<file path="config.mk">
export PLATFORM = sky130hd
export DESIGN_NAME = jdi_unit
export DESIGN_NICKNAME = d
export VERILOG_FILES = /design/src/core/jdi_pkg.sv /design/src/core/jdi_unit.sv /design/src/core/jdi_debounce.sv
export SDC_FILE = /design/constraint.sdc
export NUM_CORES = 1
export LEC_CHECK = 0
export BUFFER_PORTS_ARGS = -buffer_cell sky130_fd_sc_hd__buf_2
export CORE_ASPECT_RATIO = 0.6
export CORE_UTILIZATION = 35
export DETAILED_ROUTE_END_ITERATION = 7
export PLACE_DENSITY = 0.52
export SLEW_MARGIN = 5
export SYNTH_ARGS = -nofsm -noshare
export SYNTH_HDL_FRONTEND = slang
export SYNTH_SLANG_ARGS = --single-unit
</file>
<file path="constraint.sdc">
create_clock -name clk -period 3.5 [get_ports clk]
set_input_delay 0.7 -clock clk [delete_from_list [all_inputs] [get_ports clk]]
set_output_delay 0.7 -clock clk [all_outputs]
set_load 0.005 [all_outputs]
</file>
<file path="src/core/jdi_pkg.sv">
package jdi_pkg;
  // ==========================================================
  // Timing
  localparam int CLK_KHZ        = 50000;
  localparam int JACK_DB_MIN_MS = 32;
  localparam int BTN_DB_MIN_MS  = 8;
  localparam int IRQ_PULSE_US   = 2000;
  localparam int IRQ_PERIOD_US  = 4000;
  localparam int JACK_DB_MIN_CYC = JACK_DB_MIN_MS * CLK_KHZ;
  localparam int BTN_DB_MIN_CYC  = BTN_DB_MIN_MS * CLK_KHZ;
  localparam int IRQ_PULSE_CYC   = IRQ_PULSE_US * CLK_KHZ / 1000;
  localparam int IRQ_PERIOD_CYC  = IRQ_PERIOD_US * CLK_KHZ / 1000;
  localparam int DB_W      = 26;
  localparam int IRQ_CNT_W = 20;
  // Largest debounce codes: 512 ms is 32 ms << 4, 32 ms is 8 ms << 2
  localparam logic [2:0] JACK_DB_MAX_CODE = 3'h4;
  localparam logic [1:0] BTN_DB_MAX_CODE  = 2'h2;
  // ==========================================================
  // Register map
  localparam logic [7:0] PAGE0 = 8'h00;
  localparam logic [7:0] PAGE1 = 8'h01;
  localparam logic [6:0] ADDR_PAGE       = 7'h00;
  localparam logic [6:0] ADDR_FLAGS_MISC = 7'h2a;
  localparam logic [6:0] ADDR_FLAGS_JACK = 7'h2c;
  localparam logic [6:0] ADDR_LIVE       = 7'h2d;
  localparam logic [6:0] ADDR_IRQ_A      = 7'h30;
  localparam logic [6:0] ADDR_IRQ_B      = 7'h31;
  localparam logic [6:0] ADDR_GPIO_CTL   = 7'h34;
  localparam logic [6:0] ADDR_DOUT_CTL   = 7'h35;
  localparam logic [6:0] ADDR_MISO_CTL   = 7'h37;
  localparam logic [6:0] ADDR_DET_CTL    = 7'h43;
  localparam logic [6:0] ADDR_ANA_PWR    = 7'h02;
  localparam logic [6:0] ADDR_CM_CTL     = 7'h0a;
  localparam logic [7:0] RST_REG         = 8'h00;
  // ==========================================================
  // Field positions
  localparam int DET_EN_BIT   = 1;
  localparam int JACK_DB_LSB  = 2;
  localparam int TYPE_LSB     = 5;
  localparam int FLAG_BTN_BIT = 5;
  localparam int FLAG_HS_BIT  = 4;
  localparam int IRQ_MODE_BIT = 0;
  localparam int ANA_PD_BIT   = 3;
  localparam int CM_BIT       = 6;
  localparam int MISC_LSB     = 3;
  localparam logic [1:0] PIN_SEL_FUNC  = 2'h0;
  localparam logic [1:0] PIN_SEL_IRQ_A = 2'h1;
  localparam logic [1:0] PIN_SEL_IRQ_B = 2'h2;
  // ==========================================================
  // Types
  typedef enum logic [1:0] {
    IRQ_IDLE  = 2'b00,
    IRQ_ONE   = 2'b01,
    IRQ_TRAIN = 2'b10
  } jdi_irq_st_type;

  typedef struct packed {
    logic       wr;
    logic       rd;
    logic [6:0] addr;
    logic [7:0] wdata;
  } jdi_req_type;

  // Order matches bits 7:3 of the misc flag register
  typedef struct packed {
    logic dynamic_range_compressor;
    logic auto_gain_loop;
    logic ovc;
    logic ovf;
    logic dc;
  } jdi_src_type;

  // Order matches bits 7:1 of an interrupt config register
  typedef struct packed {
    logic        hs;
    logic        btn;
    jdi_src_type src;
  } jdi_evt_type;
endpackage

</file>
<file path="src/core/jdi_unit.sv">
`timescale 1ns/1ps
// Function
// - Register 67 bit 1 enables jack detection
// - Jack debounce 32 to 512 ms, bits 4:2
// - Button debounce bits 1:0; bit 1 is also the enable, so 32 ms while enabled
// - Register 45 bits 5:4 show live state
// - Button event sets sticky flag 44 bit 5
// - Insert or removal sets sticky flag 44 bit 4
// - Sticky flags clear only on their read
// - Headset type reported in register 67 bits 6:5
// - Two interrupt outputs, configured by registers 48, 49
// - Any selected event combination triggers each output
// - Registers 52, 53, 55 route interrupts to pins
// - Config bit 0 selects single pulse or train
// - Train stops when registers 42, 44, 45 read
// - Page 1 register 10 bit 6 selects common mode
// - One common-mode setting drives every path
// - Eight-bit registers selected through a page register
module jdi_unit
  import jdi_pkg::*;
#(
  parameter int JACK_DB_CYC = jdi_pkg::JACK_DB_MIN_CYC,
  parameter int BTN_DB_CYC  = jdi_pkg::BTN_DB_MIN_CYC,
  parameter int PULSE_CYC   = jdi_pkg::IRQ_PULSE_CYC,
  parameter int PERIOD_CYC  = jdi_pkg::IRQ_PERIOD_CYC
) (
  // Clock and reset
  input  wire logic              clk,
  input  wire logic              srst,
  // Register port from the control interface
  input  wire jdi_pkg::jdi_req_type req,
  output logic [7:0]             rd_data,
  output logic                   rd_valid,
  // Jack sensing
  input  wire logic              jack_raw,
  input  wire logic              btn_raw,
  input  wire logic [1:0]        headset_type,
  // Other event sources, one-cycle pulses
  input  wire jdi_pkg::jdi_src_type src_evt,
  // Pin functions shared with the interrupts
  input  wire logic              gpio_func,
  input  wire logic              dout_func,
  input  wire logic              miso_func,
  output logic                   gpio_out,
  output logic                   dout_out,
  output logic                   miso_out,
  // Interrupt lines and analog controls
  output logic                   irq_out_a,
  output logic                   irq_out_b,
  output logic                   cm_low_sel,
  output logic                   analog_pd
);
  import jdi_pkg::*;

  typedef struct packed {
    logic [7:0]                page;
    logic [1:0][7:0]           irq_cfg;
    logic [2:0][1:0]           pin_sel;
    logic [7:0]                det_ctl;
    logic                      flag_btn;
    logic                      flag_hs;
    jdi_src_type               flag_misc;
    logic [7:0]                ana_pwr;
    logic [7:0]                cm_ctl;
    logic                      jack_prev;
    logic                      btn_prev;
    jdi_irq_st_type [1:0]      irq_st;
    logic [1:0][IRQ_CNT_W-1:0] irq_cnt;
    logic [1:0]                irq;
    logic [7:0]                rd_data;
    logic                      rd_valid;
  } jdi_st_type;

  jdi_st_type  st_ff;
  jdi_st_type  nxt_st;
  logic        det_en;
  logic        jack_st;
  logic        btn_st;
  logic        hs_evt;
  logic        btn_evt;
  logic        flag_read;
  logic        rd44;
  jdi_evt_type evts;
  logic [DB_W-1:0] jack_win;
  logic [DB_W-1:0] btn_win;

  // ==========================================================
  // Helpers
  function automatic logic [DB_W-1:0] db_window(input int base,
                                                input logic [2:0] sh);
    db_window = DB_W'(base) << sh;
  endfunction

  function automatic logic pin_mux(input logic [1:0] sel,
                                   input logic func,
                                   input logic [1:0] irq);
    case (sel)
      PIN_SEL_IRQ_A: pin_mux = irq[0];
      PIN_SEL_IRQ_B: pin_mux = irq[1];
      default:       pin_mux = func;
    endcase
  endfunction

  // ==========================================================
  // Detection
  // Detection also needs analog power; bit set means powered down
  assign det_en = st_ff.det_ctl[DET_EN_BIT] & ~st_ff.ana_pwr[ANA_PD_BIT];

  always_comb begin
    if (st_ff.det_ctl[JACK_DB_LSB +: 3] >= JACK_DB_MAX_CODE) begin
      jack_win = db_window(JACK_DB_CYC, JACK_DB_MAX_CODE);
    end else begin
      jack_win = db_window(JACK_DB_CYC, st_ff.det_ctl[JACK_DB_LSB +: 3]);
    end
    if (st_ff.det_ctl[1:0] >= BTN_DB_MAX_CODE) begin
      btn_win = db_window(BTN_DB_CYC, {1'b0, BTN_DB_MAX_CODE});
    end else begin
      btn_win = db_window(BTN_DB_CYC, {1'b0, st_ff.det_ctl[1:0]});
    end
  end

  jdi_debounce #(.W(DB_W)) u_jack_db (
    .clk    (clk),
    .srst   (srst),
    .en     (det_en),
    .window (jack_win),
    .raw    (jack_raw),
    .stable (jack_st)
  );

  // Button only counts while a headset sits in the jack
  jdi_debounce #(.W(DB_W)) u_btn_db (
    .clk    (clk),
    .srst   (srst),
    .en     (det_en & jack_st),
    .window (btn_win),
    .raw    (btn_raw),
    .stable (btn_st)
  );

  // Edges of filtered levels only, so glitches never reach a flag
  assign hs_evt  = jack_st ^ st_ff.jack_prev;
  assign btn_evt = btn_st & ~st_ff.btn_prev;
  assign evts    = '{hs: hs_evt, btn: btn_evt, src: src_evt};

  assign rd44 = req.rd && (st_ff.page == PAGE0)
                && (req.addr == ADDR_FLAGS_JACK);
  assign flag_read = req.rd && (st_ff.page == PAGE0)
                     && (req.addr == ADDR_FLAGS_MISC
                         || req.addr == ADDR_FLAGS_JACK
                         || req.addr == ADDR_LIVE);

  // ==========================================================
  // Next state
  always_comb begin
    nxt_st = st_ff;
    nxt_st.jack_prev = jack_st;
    nxt_st.btn_prev  = btn_st;
    nxt_st.rd_valid  = req.rd;

    // Writes; the page register answers on every page
    if (req.wr) begin
      if (req.addr == ADDR_PAGE) begin
        nxt_st.page = req.wdata;
      end else if (st_ff.page == PAGE0) begin
        case (req.addr)
          ADDR_IRQ_A:    nxt_st.irq_cfg[0] = req.wdata;
          ADDR_IRQ_B:    nxt_st.irq_cfg[1] = req.wdata;
          ADDR_GPIO_CTL: nxt_st.pin_sel[0] = req.wdata[1:0];
          ADDR_DOUT_CTL: nxt_st.pin_sel[1] = req.wdata[1:0];
          ADDR_MISO_CTL: nxt_st.pin_sel[2] = req.wdata[1:0];
          ADDR_DET_CTL: begin
            // Type bits belong to the detector, not to software
            nxt_st.det_ctl = {req.wdata[7],
                              st_ff.det_ctl[TYPE_LSB +: 2],
                              req.wdata[4:0]};
          end
          default: ;
        endcase
      end else if (st_ff.page == PAGE1) begin
        case (req.addr)
          ADDR_ANA_PWR: nxt_st.ana_pwr = req.wdata;
          ADDR_CM_CTL:  nxt_st.cm_ctl  = req.wdata;
          default: ;
        endcase
      end
    end

    if (hs_evt && jack_st) begin
      nxt_st.det_ctl[TYPE_LSB +: 2] = headset_type;
    end

    // Sticky flags: the event term comes last so it wins
    if (rd44) begin
      nxt_st.flag_btn = 1'b0;
      nxt_st.flag_hs  = 1'b0;
    end
    if (req.rd && st_ff.page == PAGE0 && req.addr == ADDR_FLAGS_MISC) begin
      nxt_st.flag_misc = '0;
    end
    nxt_st.flag_btn  = nxt_st.flag_btn | btn_evt;
    nxt_st.flag_hs   = nxt_st.flag_hs | hs_evt;
    nxt_st.flag_misc = nxt_st.flag_misc | src_evt;

    // Reads, answered one cycle later from a register
    if (req.rd) begin
      nxt_st.rd_data = RST_REG;
      if (req.addr == ADDR_PAGE) begin
        nxt_st.rd_data = st_ff.page;
      end else if (st_ff.page == PAGE0) begin
        case (req.addr)
          ADDR_FLAGS_MISC: nxt_st.rd_data[MISC_LSB +: 5] = st_ff.flag_misc;
          ADDR_FLAGS_JACK: begin
            nxt_st.rd_data[FLAG_BTN_BIT] = st_ff.flag_btn;
            nxt_st.rd_data[FLAG_HS_BIT]  = st_ff.flag_hs;
          end
          ADDR_LIVE: begin
            nxt_st.rd_data[FLAG_BTN_BIT] = btn_st;
            nxt_st.rd_data[FLAG_HS_BIT]  = jack_st;
          end
          ADDR_IRQ_A:    nxt_st.rd_data = st_ff.irq_cfg[0];
          ADDR_IRQ_B:    nxt_st.rd_data = st_ff.irq_cfg[1];
          ADDR_GPIO_CTL: nxt_st.rd_data[1:0] = st_ff.pin_sel[0];
          ADDR_DOUT_CTL: nxt_st.rd_data[1:0] = st_ff.pin_sel[1];
          ADDR_MISO_CTL: nxt_st.rd_data[1:0] = st_ff.pin_sel[2];
          ADDR_DET_CTL:  nxt_st.rd_data = st_ff.det_ctl;
          default: ;
        endcase
      end else if (st_ff.page == PAGE1) begin
        case (req.addr)
          ADDR_ANA_PWR: nxt_st.rd_data = st_ff.ana_pwr;
          ADDR_CM_CTL:  nxt_st.rd_data = st_ff.cm_ctl;
          default: ;
        endcase
      end
    end

    // Interrupt generators, one per output
    for (int i = 0; i < 2; i++) begin
      case (st_ff.irq_st[i])
        IRQ_IDLE: begin
          nxt_st.irq_cnt[i] = '0;
          nxt_st.irq[i]     = 1'b0;
          if ((st_ff.irq_cfg[i][7:1] & evts) != '0) begin
            nxt_st.irq[i] = 1'b1;
            if (st_ff.irq_cfg[i][IRQ_MODE_BIT]) begin
              nxt_st.irq_st[i] = IRQ_TRAIN;
            end else begin
              nxt_st.irq_st[i] = IRQ_ONE;
            end
          end
        end
        IRQ_ONE: begin
          // Further events during the pulse merge into it
          nxt_st.irq_cnt[i] = st_ff.irq_cnt[i] + IRQ_CNT_W'(1);
          if (st_ff.irq_cnt[i] >= IRQ_CNT_W'(PULSE_CYC - 1)) begin
            nxt_st.irq_st[i] = IRQ_IDLE;
            nxt_st.irq[i]    = 1'b0;
          end
        end
        IRQ_TRAIN: begin
          if (flag_read) begin
            nxt_st.irq_st[i] = IRQ_IDLE;
            nxt_st.irq[i]    = 1'b0;
            nxt_st.irq_cnt[i] = '0;
          end else begin
            if (st_ff.irq_cnt[i] >= IRQ_CNT_W'(PERIOD_CYC - 1)) begin
              nxt_st.irq_cnt[i] = '0;
            end else begin
              nxt_st.irq_cnt[i] = st_ff.irq_cnt[i] + IRQ_CNT_W'(1);
            end
            nxt_st.irq[i] = nxt_st.irq_cnt[i] < IRQ_CNT_W'(PULSE_CYC);
          end
        end
        default: begin
          nxt_st.irq_st[i] = IRQ_IDLE;
          nxt_st.irq[i]    = 1'b0;
        end
      endcase
    end
  end

  always_ff @(posedge clk) begin
    if (srst) begin
      st_ff <= '0;
    end else begin
      st_ff <= nxt_st;
    end
  end

  // ==========================================================
  // Outputs
  assign rd_data    = st_ff.rd_data;
  assign rd_valid   = st_ff.rd_valid;
  assign irq_out_a  = st_ff.irq[0];
  assign irq_out_b  = st_ff.irq[1];
  assign cm_low_sel = st_ff.cm_ctl[CM_BIT];
  assign analog_pd  = st_ff.ana_pwr[ANA_PD_BIT];
  assign gpio_out   = pin_mux(st_ff.pin_sel[0], gpio_func, st_ff.irq);
  assign dout_out   = pin_mux(st_ff.pin_sel[1], dout_func, st_ff.irq);
  assign miso_out   = pin_mux(st_ff.pin_sel[2], miso_func, st_ff.irq);
endmodule // jdi_unit

</file>
<file path="src/core/jdi_debounce.sv">
`timescale 1ns/1ps
module jdi_debounce #(
  parameter int W = jdi_pkg::DB_W
) (
  // Clock and reset
  input  wire logic         clk,
  input  wire logic         srst,
  // Control
  input  wire logic         en,
  input  wire logic [W-1:0] window,
  // Detector
  input  wire logic         raw,
  output logic              stable
);
  import jdi_pkg::*;

  typedef struct packed {
    logic [W-1:0] cnt;
    logic         stable;
  } jdi_db_st_type;

  jdi_db_st_type st_ff;
  jdi_db_st_type nxt_st;

  // ==========================================================
  // Filter: raw must hold a changed level for a full window
  always_comb begin
    nxt_st = st_ff;
    if (!en) begin
      nxt_st.cnt    = '0;
      nxt_st.stable = 1'b0;
    end else if (raw == st_ff.stable) begin
      nxt_st.cnt = '0;
    end else if (st_ff.cnt >= window - W'(1)) begin
      nxt_st.cnt    = '0;
      nxt_st.stable = raw;
    end else begin
      nxt_st.cnt = st_ff.cnt + W'(1);
    end
  end

  always_ff @(posedge clk) begin
    if (srst) begin
      st_ff <= '0;
    end else begin
      st_ff <= nxt_st;
    end
  end

  assign stable = st_ff.stable;
endmodule // jdi_debounce

</file>
==> run metrics, run 1 <==
crit-path max cell delay 0.49 ns; critical path endpoint category register; worst hold-check path type register to register; CTS Hold Bufs 0; die area 0.0288 sq mm; Ports 47; CP max-delay cell dfxtp_1; Post-Route M1 WL 14.2 mm; Mean Syn Cell Area 8.12 sq um; RSZ-0062 raised after global routing false; post-synthesis cell area 0.00982 sq mm; CP Max Fanout 15; first-pass GRT wire length 42.0 mm; chip width 218 microns; Via Count 8574; DR vias/cell 5.31; area of the core 0.0276 sq mm; critical path class register to register; EDFF count, synth 0; final critical-path share of the clock period 90.5%; H-tree depth 4; Fmax 316 MHz; VDD IR max 444 uV; Cell Chain, Critical Path clkinv_1 > nand2_1 > ha_1 > xor2_1 > ha_1 > a21o_1 > a211oi_1 > o21ai_0 > o2111ai_1 > o2111ai_1 > or3_1 > buf_4 > nor2_1; fin cells 1614; DR WL met3 1.37 mm; post-synthesis sequential area ratio 35.1%; drt wl/cell 16.0 microns; status complete, no violations; worst-skew pair later-pin latency 0.45 ns; power density over cell area 370 mW/mm^2; Synth warnings 0; total CTS buffers 17; clock-pin slew on the worst setup and hold paths 0.07 ns; met2 WL 9.89 mm; # resized after CTS 0; Area contributors post-synth dfxtp_1 35%, ha_1 7.4%, nor2_1 6.7%; number of port buffers 46; Final Hold Fails 0; CTS sink count 172; top layer in use met4; setup ws final 0.332 ns; Root Driver clkbuf_16; Required @ worst endpoint 3.89 ns; Setup Total Neg Slack 0 ns; Main synth FF type dfxtp_1; Worst slew margin 50.9%; maximum clock insertion buffer count 2; share of cells above drive strength 1 11.1%; Seq cells post-synth 172; initial antenna violation count 1; CTS tree yes; Post-synth ARST share 0%; GPL Wtd Cong 0.872; # setup viols final 0; global route overflow 0; drt total wl 25.8 mm; first drt pass iteration count 7; maximum number of pins on one net before global-route repair 54; DP Worst Slack 0.246 ns; Detailed Place HPWL 19.1 mm; Placed Cells 1581; Startpoint Class register; max cap viols 0; vias in the first global route 7570; area leader, netlist dfxtp_1; Synth top area share 35.1%; die height 132 microns; Worst-Margin Slew 0.734 ns; post-route minimum period 3.17 ns; Post-DRT Antenna Nets 0; Layout Skew 0.0101 ns; Synth cell types 73; Lkg Pwr 0.00390 uW; initial drt markers 703; Total GRT Usage 18.5%; Syn Inst Count 1210; most frequent cells in the layout 174 x nor2_1, 172 x dfxtp_1, 100 x nand2_1; initial core utilization 35.6%; CP arrival 3.56 ns; row count 47; dpl cell area 0.0104 sq mm; design area 0.0110 sq mm; Area Overhead vs Synth 12.1%; drc violations 0; post-CTS setup buffers 0; Final Max Slew Viols 0; post-layout net count 1322; most common cell after layout, fill and taps aside nor2_1
[cell type report]
cell class	count	area, sq um
antenna	1	2.50
clock buffer	18	439
clock inverter	14	159
fill	2827	16600
inverter	49	184
multi-input combinational	922	5900
sequential	172	3440
tap	367	459
timing repair buffer	71	420
[sequential cells by signal (all words and copies together) (netlist names)]
| signal | cells |
|---|---|
| cm_low_sel | 1 |
| st_ff | 105 |
| rd_valid | 1 |
| u_jack_db.st_ff | 26 |
| analog_pd | 1 |
| u_btn_db.st_ff | 26 |
| u_btn_db.stable | 1 |
| irq_out_a | 1 |
| rd_data | 8 |
| u_jack_db.stable | 1 |
| irq_out_b | 1 |
[per-stage QoR]
| stage | hold WS [ns] | utilization [%] | total power, uW |
|---|---|---|---|
| 2_1_floorplan | 0.430 | - | 2090 |
| 3_3_place_gp | 0.444 | 37.7 | 2150 |
| 3_5_place_dp | 0.450 | 37.7 | 2150 |
| 4_1_cts | 0.470 | 39.9 | 4130 |
| 5_1_grt | 0.494 | 39.9 | 4220 |
| 6_report | 0.466 | 39.9 | 4070 |
[worst max-delay path: cells and delay by family, from the launching register on]
| kind | cells | cell delay [ns] |
|---|---|---|
| and+or+nand+nor | 3 | 0.70 |
| adders and majority gates | 2 | 0.44 |
| AOI/OAI and AO/OA | 5 | 0.81 |
| xor gates and xnor gates | 1 | 0.15 |
| DFF | 1 | 0.49 |
| buffers and inverters | 2 | 0.51 |
[routing by layer]
layer | up-vias | track usage (%)
met5 | - | 0
met3 | 21 | 3.41
met4 | 0 | 6.25
met1 | 3987 | 29.8
met2 | 206 | 23.7
li1 | 4360 | -
[Yosys cell counts, types with 3 or more instances]
cell type	instances
a211oi_1	10
a21o_1	10
a21oi_1	59
a221oi_1	6
a222oi_1	6
a22oi_1	15
a311oi_1	3
a31oi_1	11
and2_1	5
and3_1	17
and4_1	9
buf_4	8
clkbuf_1	57
dfxtp_1	172
ha_1	58
inv_1	48
mux2_2	12
mux2i_1	55
nand2_1	100
nand2b_1	4
nand3_1	77
nand4_1	24
nand4b_1	6
nor2_1	174
nor2b_1	13
nor3_1	29
nor3b_1	5
nor4_1	6
o2111ai_1	4
o211ai_1	5
o21a_1	3
o21ai_0	42
o22ai_1	3
o2bb2ai_1	3
o311ai_0	5
o31ai_1	9
or2_2	7
or3_1	26
or3_2	5
or4_1	6
xnor2_1	24
xor2_1	29
[where the power goes]
part | internal (uW) | switching (uW) | total (uW)
Combinational | 43.3 | 90.2 | 134
Sequential | 1970 | 6.16 | 1970
Clock | 1090 | 878 | 1970
Total | 3100 | 975 | 4070
[kinds of logic after synthesis]
group                    after synthesis  synth area share [%]
adder cells (fa/ha/maj)               58                  7.39
flip-flops                           172                  35.1
multiplexers                          67                  6.98
AND/OR/NAND/NOR                      526                  26.2
other                                  1                0.0382
buffers and inverters                121                  5.13
XOR/XNOR                              53                  4.73
AO/OA/AOI/OAI                        212                  14.4
[path summary, 6_finish.rpt]
kind                                        start                  to  slack [ns]  cells past startpoint
worst min register to register  u_btn_db.st_ff[1]   u_btn_db.st_ff[1]        0.47                      1
worst max register to register          st_ff[84]  u_jack_db.st_ff[4]        0.33                     13
worst min-delay path            u_btn_db.st_ff[1]   u_btn_db.st_ff[1]        0.47                      1
worst max-delay path                    st_ff[84]  u_jack_db.st_ff[4]        0.33                     13
No activity file was read; power rests on OpenSTA's default activity.
==> run 2, diff against run 1 <==
- SYNTH_HIERARCHICAL: not set -> 1
==> run metrics, run 2 <==
drt total wl 30.5 mm (+18%); first-pass GRT wire length 49.8 mm (+18%); initial drt markers 678 (-3.6%); Ports 47 (unchanged); post-synthesis sequential area ratio 30.8% (-4.3 points); Fmax 267 MHz (-15%); post-synthesis cell area 0.0112 sq mm (+14%); clock-pin slew on the worst setup and hold paths 0.07 ns (about the same); Filler cells 3131 (+11%); commonest cells in the netlist 176 x nor2_1, 172 x dfxtp_1, 113 x nand2_1; Synth cell types 87 (+19%); Setup Total Neg Slack -10.73 ns (-10.73 ns); Pint 3380 uW (+9.0%); die height 140 microns (+6.6%); CTS Hold Bufs 0 (unchanged); Layout Skew 0.0138 ns (+0.00370 ns); initial core utilization 35.8% (+0.16 points); critical path endpoint category register; most frequent cells in the layout 167 x dfxtp_1, 149 x nor2_1, 113 x nand2_1; vias in the first global route 9039 (+19%); EDFF count, synth 0 (unchanged); largest registers st_ff: 105 flops, u_btn_db/st_ff: 26 flops, u_jack_db/st_ff: 26 flops; total CTS buffers 17 (unchanged); worst-skew pair later-pin latency 0.44 ns (about the same); CP Max Fanout 26 (+11); area of the core 0.0313 sq mm (+13%); global route overflow 0 (unchanged); maximum number of pins on one net before global-route repair 70 (+30%); multi-input logic area 0.00776 sq mm (+32%); max cap viols 0 (unchanged); critical path class register to register; H-tree depth 4 (unchanged); drt wl/cell 15.8 microns (-1.5%); Final Hold Fails 0 (unchanged); Mean Syn Cell Area 8.15 sq um (+0.46%); post-route minimum period 3.74 ns (+0.575 ns); DP Worst Slack -0.228 ns (-0.474 ns); area leader, netlist dfxtp_1; worst hold-check path type register to register; Area contributors post-synth dfxtp_1 31%, ha_1 8.6%, nor2_1 5.9%; die area 0.0327 sq mm (+14%); Switching Fraction 23.1% (-0.81 points); Reg power frac 44.9% (-3.5 points); Storage cell area 0.00346 sq mm (+0.40%); Total GRT Usage 19.2% (+0.65 points); Synth warnings 6 (+6); Detailed Place HPWL 22.5 mm (+18%); CTS tree yes; Via Count 9969 (+16%); power density over cell area 326 mW/mm^2 (-12%); GPL Wtd Cong 0.863 (-1.1%); Top reg by flops st_ff; chip width 233 microns (+6.7%); Worst-Margin Slew 0.995 ns (+0.260 ns); top-count cell post-synth nor2_1; Startpoint Class register; CTS sink count 172 (unchanged); Seq cells post-synth 172 (unchanged); drc violations 0 (unchanged); RSZ-0062 raised after global routing true; row count 50 (+6.4%); post-synthesis mux area share 4.97% (-2.0 points); largest family of logic cells by synthesized area simple AND/OR/NAND/NOR gates; Lkg Pwr 0.00481 uW (+23%); Root Driver clkbuf_16; Synth Area in Adders 8.61% (+1.2 points); share of cells above drive strength 1 16.6% (+5.5 points); DR vias/cell 5.15 (-3.1%); diode count 0 (-1); simple-gate share of the synthesized area 27.9% (+1.7 points); Syn Inst Count 1372 (+13%); number of port buffers 46 (unchanged); initial antenna violation count 0 (-1); Clock Power Share 50.6% (+2.3 points); # setup viols final 53 (+53); post-layout net count 1615 (+22%); Compound-Gate Fraction of Synth Area 14.7% (+0.28 points); first drt pass iteration count 5 (-2); Final Max Slew Viols 0 (unchanged); maximum clock insertion buffer count 2 (unchanged); Post-synth ARST share 0% (unchanged); status finished with violations; Post-DRT Antenna Nets 0 (unchanged); failing checks negative setup slack; most common cell after layout, fill and taps aside dfxtp_1; Worst slew margin 33.2% (-18 points); xor/xnor share of the synthesized area 8.38% (+3.7 points); Area Overhead vs Synth 20.6%; max reg flops 105 (unchanged); VDD IR max 344 uV (-23%); Main synth FF type dfxtp_1; part of the power in combinational logic 4.5% (+1.2 points); final hold slack 0.473 ns (+0.00706 ns); Net Switching 1020 uW (+4.2%); Synth top area share 30.8% (-4.3 points); setup ws final -0.243 ns (-0.575 ns); Required @ worst endpoint 3.89 ns (about the same); total chip power 4390 uW (+7.9%); final critical-path share of the clock period 107% (+16 points); CP arrival 4.13 ns (+0.57 ns)
## run 2: changes by cell type after synthesis, sizes merged, moves of 8 or more
cell | before | now
a21oi | 59 | 74
ha | 58 | 77
mux2 | 12 | 4
nand2 | 100 | 114
nand3 | 77 | 65
nor2b | 13 | 22
nor3 | 30 | 43
nor4 | 7 | 23
o21ai | 43 | 55
or3 | 31 | 20
or4 | 6 | 15
xnor2 | 24 | 60
xor2 | 29 | 47
## run 2: routing by layer
layer	routed length (microns)	GRT usage [%]
met2	11700	25.2
met3	1580	3.95
met5	0	0
met4	224	3.82
met1	17000	30.9
## run 2: cells by family after synthesis
logic type	count (synthesis)
buffers and inverters	123
AOI/OAI and AO/OA	250
and+or+nand+nor	587
DFF	172
muxes	55
xor gates and xnor gates	107
other	1
adders and majority gates	77
## run 2: power by group through the flow
stage | clock [uW] | combinational, uW | sequential (uW)
floorplan | 0 | 126 | 2020
global route | 2350 | 224 | 1970
finish | 2220 | 199 | 1970
CTS | 2270 | 193 | 1970
global placement | 0 | 189 | 2020
detailed placement | 0 | 192 | 2020
## run 2: final cells by class
cell class,count,area share (%)
flip-flops and latches,172,25.6
inverters,50,1.41
well taps,416,3.86
multi-input cells,1147,57.5
clock buffers,21,3.50
clock inverters,11,1.49
repair buffers,119,6.60
## run 2: per-stage QoR
| stage | util (%) | cells | cell area (sq um) |
|---|---|---|---|
| 2_1_floorplan | - | 1442 | 11600 |
| 3_3_place_gp | 39.8 | 1889 | 12500 |
| 3_5_place_dp | 39.8 | 1889 | 12500 |
| 4_1_cts | 42.8 | 1933 | 13400 |
| 5_1_grt | 43.1 | 1936 | 13500 |
| 6_report | 43.1 | 1936 | 13500 |
## run 2: path summary, 6_finish.rpt
check | from | end | slack (ns) | cells after the start
max | st_ff[83] | u_jack_db/st_ff[21] | -0.24 | 17
min | st_ff[117] | st_ff[117] | 0.47 | 2
max reg2reg | st_ff[83] | u_jack_db/st_ff[21] | -0.24 | 17
min reg2reg | st_ff[117] | st_ff[117] | 0.47 | 2
## run 2: critical path, stage by stage, from the launching register on
cell and delay, ns:
dfxtp_2 0.33, inv_2 0.05, ha_4 0.14, nor2b_4 0.12
or4_4 0.49, or3_4 0.41, nor3_4 0.20, nand2_2 0.10
nor3_2 0.18, xnor2_1 0.10, ha_1 0.32, a21o_1 0.17
a21o_1 0.16, a221oi_2 0.25, o21a_1 0.23, o2111ai_4 0.13
buf_12 0.20, nor2b_1 0.11
## run 2: what timing repair did
action | in CTS | in global routing
cloned | 3 | 0
gates resized for setup | 30 | 33
pin swaps | 22 | 6
setup endpoints to repair | 53 | 54
endpoints found under the hold margin | 0 | 0
setup buffers | 9 | 8
